## config.mk

```make
export PLATFORM = sky130hd
export DESIGN_NAME = ddff_top
export DESIGN_NICKNAME = d
export VERILOG_FILES = /design/src/hdl/ddff_top.v /design/src/hdl/ddff_sync.v
export VERILOG_INCLUDE_DIRS = /design/src /design/src/hdl
export SDC_FILE = /design/constraint.sdc
export NUM_CORES = 1
export LEC_CHECK = 0
export ABC_CLOCK_PERIOD_IN_PS = 1400
export BUFFER_PORTS_ARGS = -buffer_cell sky130_fd_sc_hd__buf_2
export CAP_MARGIN = 20
export CORE_ASPECT_RATIO = 1.1
export CORE_UTILIZATION = 40
export DETAILED_ROUTE_END_ITERATION = 8
export GPL_TIMING_DRIVEN = 0
export MAX_ROUTING_LAYER = met4
export SYNTH_ARGS = -nofsm -noshare
export SYNTH_HDL_FRONTEND = slang
export SYNTH_SLANG_ARGS = --single-unit
```

## constraint.sdc

```tcl
create_clock -name core_clk -period 1.4 [get_ports core_clk]
set_clock_uncertainty 0.05 [all_clocks]
set_input_delay 0.07 -clock core_clk [delete_from_list [all_inputs] [get_ports core_clk]]
set_output_delay 0.07 -clock core_clk [all_outputs]
set_load 0.05 [all_outputs]
```

## src/hdl/ddff_consts.vh

```
/*
  Constants for the dual storage element block: reset values, synchroniser
  reset patterns and field positions inside the synchronised pin bundle.
  Assumes it is included by bare name from files under hdl/.
*/
// How it works
// - two elements, nothing shared between them
// - set low alone: true high, inverted low
// - clear low alone: true low, inverted high
// - both low: both outputs high, not kept
// - both inactive: rising clock loads data
// - data ignored between rising clock edges
`ifndef DDFF_CONSTS_VH
`define DDFF_CONSTS_VH

// stored value after rst
`define DDFF_RST_STORE   1'h0
// pin bundle width and field positions
`define DDFF_PIN_W       4
`define DDFF_POS_CLR     0
`define DDFF_POS_SET     1
`define DDFF_POS_DATA    2
`define DDFF_POS_CLK     3
// synchroniser reset: clock high, data low, set and clear inactive
`define DDFF_PIN_RST     4'hB

`endif

```

## src/hdl/ddff_top.v

```verilog
/*
  Two independent edge-triggered storage elements with active-low set and
  clear, each with its own element clock, data pin and output pair.
  Assumes every pin input is asynchronous to core_clk and that element clocks
  are far slower than core_clk, so their edges are seen by sampling.
*/
`timescale 1ns/1ps
`include "ddff_consts.vh"
module ddff_top (
  input  wire core_clk,
  input  wire rst,
  input  wire a_clk,
  input  wire a_data,
  input  wire a_async_set_n,
  input  wire a_async_clear_n,
  output wire a_q,
  output wire a_q_n,
  input  wire b_clk,
  input  wire b_data,
  input  wire b_async_set_n,
  input  wire b_async_clear_n,
  output wire b_q,
  output wire b_q_n
);

  localparam NUM = 2;

  wire [`DDFF_PIN_W*NUM-1:0] pins_raw;
  wire [NUM-1:0]             q_vec;
  wire [NUM-1:0]             q_n_vec;

  assign pins_raw = {b_clk, b_data, b_async_set_n, b_async_clear_n,
                     a_clk, a_data, a_async_set_n, a_async_clear_n};

  // one-hot control modes of one element
  localparam [3:0] MODE_HOLD  = 4'h1;
  localparam [3:0] MODE_SET   = 4'h2;
  localparam [3:0] MODE_CLEAR = 4'h4;
  localparam [3:0] MODE_BOTH  = 4'h8;

  // active-low set and clear pair to a one-hot mode
  function [3:0] ctrl_mode;
    input set_in_n;
    input clr_in_n;
    begin
      case ({set_in_n, clr_in_n})
        2'h0: begin
          ctrl_mode = MODE_BOTH;
        end
        2'h1: begin
          ctrl_mode = MODE_SET;
        end
        2'h2: begin
          ctrl_mode = MODE_CLEAR;
        end
        default: begin
          ctrl_mode = MODE_HOLD;
        end
      endcase
    end
  endfunction

  // next stored value of one element
  function store_next;
    input [3:0] mode;
    input       load;
    input       data;
    input       store;
    begin
      case (mode)
        MODE_SET: begin
          store_next = 1'h1;
        end
        MODE_CLEAR: begin
          store_next = 1'h0;
        end
        MODE_HOLD: begin
          if (load) begin
            store_next = data;
          end else begin
            store_next = store;
          end
        end
        default: begin
          store_next = store;
        end
      endcase
    end
  endfunction

  // next output pair {true, inverted} of one element
  function [1:0] out_pair;
    input [3:0] mode;
    input       load;
    input       data;
    input       store;
    begin
      case (mode)
        MODE_BOTH: begin
          out_pair = 2'h3;
        end
        MODE_SET: begin
          out_pair = 2'h2;
        end
        MODE_CLEAR: begin
          out_pair = 2'h1;
        end
        MODE_HOLD: begin
          if (load) begin
            out_pair = {data, ~data};
          end else begin
            out_pair = {store, ~store};
          end
        end
        default: begin
          out_pair = {store, ~store};
        end
      endcase
    end
  endfunction

  genvar gi;
  generate
    for (gi = 0; gi < NUM; gi = gi + 1) begin : g_elem
      wire [`DDFF_PIN_W-1:0] pin_s;
      wire                   clk_s;
      wire                   data_s;
      wire                   set_n;
      wire                   clr_n;
      wire                   rise;
      wire [3:0]             mode;
      wire [1:0]             pair;
      reg                    clk_prev_ff;
      reg                    store_ff;
      reg                    q_ff;
      reg                    q_n_ff;
      reg                    nxt_clk_prev;
      reg                    nxt_store;
      reg                    nxt_q;
      reg                    nxt_q_n;

      ddff_sync #(
        .W       (`DDFF_PIN_W),
        .RST_VAL (`DDFF_PIN_RST)
      ) u_sync (
        .core_clk (core_clk),
        .rst      (rst),
        .pin_in   (pins_raw[gi*`DDFF_PIN_W +: `DDFF_PIN_W]),
        .pin_sync (pin_s)
      );

      assign clk_s  = pin_s[`DDFF_POS_CLK];
      assign data_s = pin_s[`DDFF_POS_DATA];
      assign set_n  = pin_s[`DDFF_POS_SET];
      assign clr_n  = pin_s[`DDFF_POS_CLR];

      assign rise = clk_s & ~clk_prev_ff;
      assign mode = ctrl_mode(set_n, clr_n);
      assign pair = out_pair(mode, rise, data_s, store_ff);

      always @* begin
        nxt_clk_prev = clk_s;
        nxt_store    = store_next(mode, rise, data_s, store_ff);
        nxt_q        = pair[1];
        nxt_q_n      = pair[0];
      end

      // preset high: a pin clock already high at release is no edge
      always @(posedge core_clk or posedge rst) begin
        if (rst) begin
          clk_prev_ff <= 1'h1;
        end else begin
          clk_prev_ff <= nxt_clk_prev;
        end
      end

      // stored bit, kept apart from the pair so both-low leaves it intact
      always @(posedge core_clk or posedge rst) begin
        if (rst) begin
          store_ff <= `DDFF_RST_STORE;
        end else begin
          store_ff <= nxt_store;
        end
      end

      // registered output pair
      always @(posedge core_clk or posedge rst) begin
        if (rst) begin
          q_ff   <= `DDFF_RST_STORE;
          q_n_ff <= ~`DDFF_RST_STORE;
        end else begin
          q_ff   <= nxt_q;
          q_n_ff <= nxt_q_n;
        end
      end

      assign q_vec[gi]   = q_ff;
      assign q_n_vec[gi] = q_n_ff;
    end
  endgenerate

  assign a_q   = q_vec[0];
  assign a_q_n = q_n_vec[0];
  assign b_q   = q_vec[1];
  assign b_q_n = q_n_vec[1];

endmodule // ddff_top

```

## src/hdl/ddff_sync.v

```verilog
/*
  Two-flop synchroniser for a bundle of asynchronous pin levels.
  Assumes inputs change without regard to core_clk; the first stage is read
  by the second stage only.
*/
`timescale 1ns/1ps
module ddff_sync #(
  parameter       W       = 4,
  parameter [W-1:0] RST_VAL = {W{1'b0}}
) (
  input  wire         core_clk,
  input  wire         rst,
  input  wire [W-1:0] pin_in,
  output wire [W-1:0] pin_sync
);

  reg [W-1:0] stage1_ff;
  reg [W-1:0] stage2_ff;

  always @(posedge core_clk or posedge rst) begin
    if (rst) begin
      stage1_ff <= RST_VAL;
      stage2_ff <= RST_VAL;
    end else begin
      stage1_ff <= pin_in;
      stage2_ff <= stage1_ff;
    end
  end

  assign pin_sync = stage2_ff;

endmodule // ddff_sync

```

* After elaboration in Yosys (flattened, before gate mapping)
Index checks and enable logic that the tools add are counted.
** Storage, ports and cells
- Output and inout bits :: 4
- Word-level logic and storage cells :: 50
- Flip-flop bits (word level) :: 24
** Operators by class
- Reduce and logical (&&, ||, !) cells :: 6
- Equality and inequality tests :: 14
- Muxes and demuxes :: 10
- Bitwise gates (word level) :: 8
** Operators with widths (number)
- $pmux W4 S3 :: 2
- $pmux W2 S4 :: 2
- $eq A4 B1 Y1 const B :: 2
- $eq A4 B2 Y1 const B :: 2
- $eq A4 B3 Y1 const B :: 2
- $eq A4 B4 Y1 const B :: 2
- $not A1 Y1 :: 6
- $pmux W1 S3 :: 2
- $reduce_bool A3 Y1 :: 2
- $eq A2 B1 Y1 const B :: 2
- $eq A2 B2 Y1 const B :: 2
- $logic_not A2 Y1 :: 2
- $mux W2 :: 2
- $ne A2 B2 Y1 const B :: 2
- $reduce_and A2 Y1 :: 2
- $and A1 B1 Y1 :: 2
- $mux W1 :: 2

* Logic depth before layout (Yosys ltp)
- Word-level depth :: 5
- Depth in mapped cells :: 3

* Modules after synthesis
Synthesis repeated with hierarchy kept, for this count alone.
** Second synthesis, totals
- Cells, all modules :: 53
- Area total of the unflattened synthesis :: 820.8 um2
** Modules (own cells, without submodules)
- ddff_sync :: area an instance 211.5 um2, times used 2, sequential area each 207.7 um2, cells each 9
- ddff_top :: area an instance 397.9 um2, times used 1, sequential area each 205.2 um2, cells each 35

* Worst setup path after synthesis
OpenSTA, ideal clock, no wires.
- Path kind :: reg-to-reg
- Start :: reg g_elem[0].clk_prev_ff
- End :: reg g_elem[0].store_ff
- Setup time :: 0.127 ns
- Slack :: 0.305 ns
- Data required time :: 1.223 ns
- Arrival :: 0.919 ns
- Period minus slack after synthesis :: 1.095 ns
- Stages on the path, launching flop included :: 4
- Path through :: dfstp_2 -> nand2b_4 -> mux2i_2 -> o22ai_1
** On the way
- Word-level cells in the longest chain between the ends :: 4
** Ends and longest elaborated chain
- from (decl) :: line ddff_top.v:133 : reg clk_prev_ff;
- from (signal assigned) :: line ddff_top.v:173 : clk_prev_ff <= nxt_clk_prev;
- $not A1 Y1 :: line ddff_top.v:157 : assign rise = clk_s & ~clk_prev_ff;
- $and A1 B1 Y1 :: line ddff_top.v:157
- $ne A2 B2 Y1 (no line)
- $reduce_and A2 Y1 (no line)
- to (signal assigned) :: line ddff_top.v:180 : store_ff <= `DDFF_RST_STORE;
- to (signal assigned) :: line ddff_top.v:182 : store_ff <= nxt_store;
- to (decl) :: line ddff_top.v:134 : reg store_ff;
No other way between the ends.
A chain may end at the register's enable or synchronous reset.

* Worst setup path after layout
- Start :: reg g_elem[1].q_n_ff, in the netlist b_q_n
- End :: out b_q_n
** RTL lines
- from (decl) :: line ddff_top.v:136 : reg q_n_ff;
- from (signal assigned) :: line ddff_top.v:190 : q_n_ff <= ~`DDFF_RST_STORE;
- from (signal assigned) :: line ddff_top.v:193 : q_n_ff <= nxt_q_n;
- to (decl) :: line ddff_top.v:23 : output wire b_q_n
No word-level cell between the ends.

==> qor.txt <==
Initial DRC Count -> 0
Crit. Startpoint -> b_q_n$_DFF_PP1_
Post-route DRC -> 0
period utilization -> 0.857
register area share after synthesis -> 0.844
Pwr Density -> 1300 nW/µm²
HP Class -> flop to flop
Worst-Margin Slew -> 827 ps
vias in the first global route -> 363
kind of critical path -> flop to output port
TritonCTS clock tree -> built
number of fill cells -> 133
post-synthesis register bit count -> 24
Die Wd -> 42.9 µm
Worst Path Buf+Inv -> 1
global-route wire length before repair -> 1.36 mm
n_diodes -> 0
max_cap viols -> 0
IO Pins -> 14
Post-Route WL -> 831 µm
RSZ-0062 raised after global routing -> no
VDD IR max -> 826 µV
Final Max Tran Viols -> 0
Hold-fix buffers, CTS -> 9
synthesized area per cell -> 18.4 µm²
Synth Net Count -> 50
DRT antenna net count -> 0
CP startpoint kind -> flop
area leader, netlist -> dfstp_2
setup ws final -> 200 ps
Worst-Skew Late Latency -> 300 ps
Worst path depth -> 1
Yosys cell types -> 10
outcome -> complete, no violations
RePlAce Congestion -> 0.595
Root Driver -> clkbuf_4
setup repair bufs after CTS -> 0
Slowest-stage cell, CP -> dfstp_2
worst hold path cell count -> 0
vias -> 370
# clock sinks -> 24
FP Rows -> 15
LEAKAGE -> 0.435 nW
Die ar. -> 2010 µm²
crit-path max cell delay -> 530 ps
minimum clock period after layout -> 1200 ps
Slew HR -> 0.448
Syn. warnings -> 0
core box area -> 1650 µm²
hpwl dp -> 519 µm
Synth top area share -> 0.571
crit end category -> output port
crit path cell chain -> buf_2
initial antenna violation count -> 0
hold slack final -> 313 ps
crit path DAT -> 1080 ps
Cell Area, Synth -> 736 µm²
top post-synthesis cells by area -> dfstp_2 (57%), dfrtp_1 (27%), mux2i_2 (3.7%)
CTS HTree Levels -> 1
CP top delay family -> flip-flops
hold path startpoint -> g_elem[1].u_sync.stage1_ff[3]$_DFF_PP1_
Area after DPL -> 822 µm²
TNS Setup -> 0 ps
port bufs -> 13
via/cell ratio -> 4.46
initial cell density of the core -> 0.445
remaining global-route overflow -> 0
Fin. Hold Viols -> 0
Worst Setup Slack post-DPL -> 263 ps
largest net degree at the start of global routing -> 25
Initial DRT Pass Iterations -> 1
WL per Instance -> 10.0 µm
final setup fails -> 0
die height -> 47.0 µm
gr usage total -> 0.102
fmax -> 0.833 GHz
Final Net Count -> 77
clk buf depth -> 2
post-cts resize count -> 0
Reg clk slew, reported paths -> 120 ps
Post-Syn Instances -> 40
CP Max Fanout -> 1
Syn-to-layout area delta -> 28.9%
Util after Layout -> 0.574
ratio of cells with drive above 1 in the final layout -> 0.561
Post-Layout Inst Area -> 948 µm²
reg2reg path depth -> 3
CTS Buf Count -> 3
Worst Path Required -> 1280 ps
R2R Path Start -> g_elem[0].clk_prev_ff$_DFF_PP1_
==> registers in the layout (all words and copies together), names as in the netlist <==
signal / cells
a_q: 1
a_q_n: 1
b_q: 1
b_q_n: 1
g_elem.clk_prev_ff: 2
g_elem.store_ff: 2
g_elem.u_sync.pin_sync: 8
g_elem.u_sync.stage1_ff: 8
==> through the flow <==
| stage | total power [mW] | instances |
|---|---|---|
| 2_1_floorplan | 0.858 | 40 |
| 3_3_place_gp | 0.885 | 70 |
| 3_5_place_dp | 0.888 | 70 |
| 4_1_cts | 1.25 | 83 |
| 5_1_grt | 1.30 | 83 |
| 6_report | 1.24 | 83 |
==> kinds of logic after synthesis <==
kind of cell / after synthesis / synth area share
simple gates: 3 / 0.0425
flops: 24 / 0.844
mux: 2 / 0.0374
compound gates: 7 / 0.0561
buf+inv: 4 / 0.0204
==> area by class of cell <==
class                           instances  area [µm²]  share of cell area
Tap cell                               17        21.3              0.0224
Sequential cell                        24         621               0.654
Timing Repair Buffer                   22         155               0.164
Multi-Input combinational cell         12         100               0.106
Clock buffer                            4        36.3              0.0383
Inverter                                4        15.0              0.0158
==> cells in the final DEF, fill, tap and decap left out <==
master / n
dlygate4sd3_1: 9
a21o_1: 2
dfrtp_1: 8
a21oi_1: 2
o21ai_1: 2
dfstp_2: 16
buf_2: 13
nand2b_4: 2
mux2i_2: 2
o22ai_1: 1
inv_1: 4
nor2_1: 1
clkbuf_8: 1
clkbuf_4: 3
==> cells in the mapped netlist <==
library cell and count:
o22ai_1 1, o21ai_1 2, mux2i_2 2, dfstp_2 16, dfrtp_1 8, a21o_1 2
a21oi_1 2, nand2b_4 2, inv_1 4, nor2_1 1
==> metal layers <==
| metal | up-vias | track usage | share of wire |
|---|---|---|---|
| li1 | 179 | - | - |
| met1 | 173 | 0.0891 | 0.42 |
| met2 | 16 | 0.194 | 0.51 |
| met3 | 2 | 0.0346 | 0.053 |
| met4 | 0 | 0.0563 | 0.016 |
| met5 | - | - | 0 |
==> power by group <==
part	switching (mW)	total (mW)	internal [mW]
combinational	0.0689	0.120	0.0513
clock	0.184	0.343	0.159
sequential	0.0187	0.774	0.755
total	0.272	1.24	0.965
==> path summary, 6_finish.rpt <==
kind / endpoint / slack (ps)
setup / recovery: b_q_n / 200
min in group asynchronous: g_elem[1].u_sync.stage1_ff[2]$_DFF_PP0_ / 400
setup reg to reg: g_elem[0].store_ff$_DFFE_PP0P_ / 250
hold / removal: g_elem[1].u_sync.pin_sync[3]$_DFF_PP1_ / 310
max in group asynchronous: g_elem[1].u_sync.pin_sync[2]$_DFF_PP0_ / 390
hold reg to reg: g_elem[1].u_sync.pin_sync[3]$_DFF_PP1_ / 310
Power figures use the tool's default switching activity.
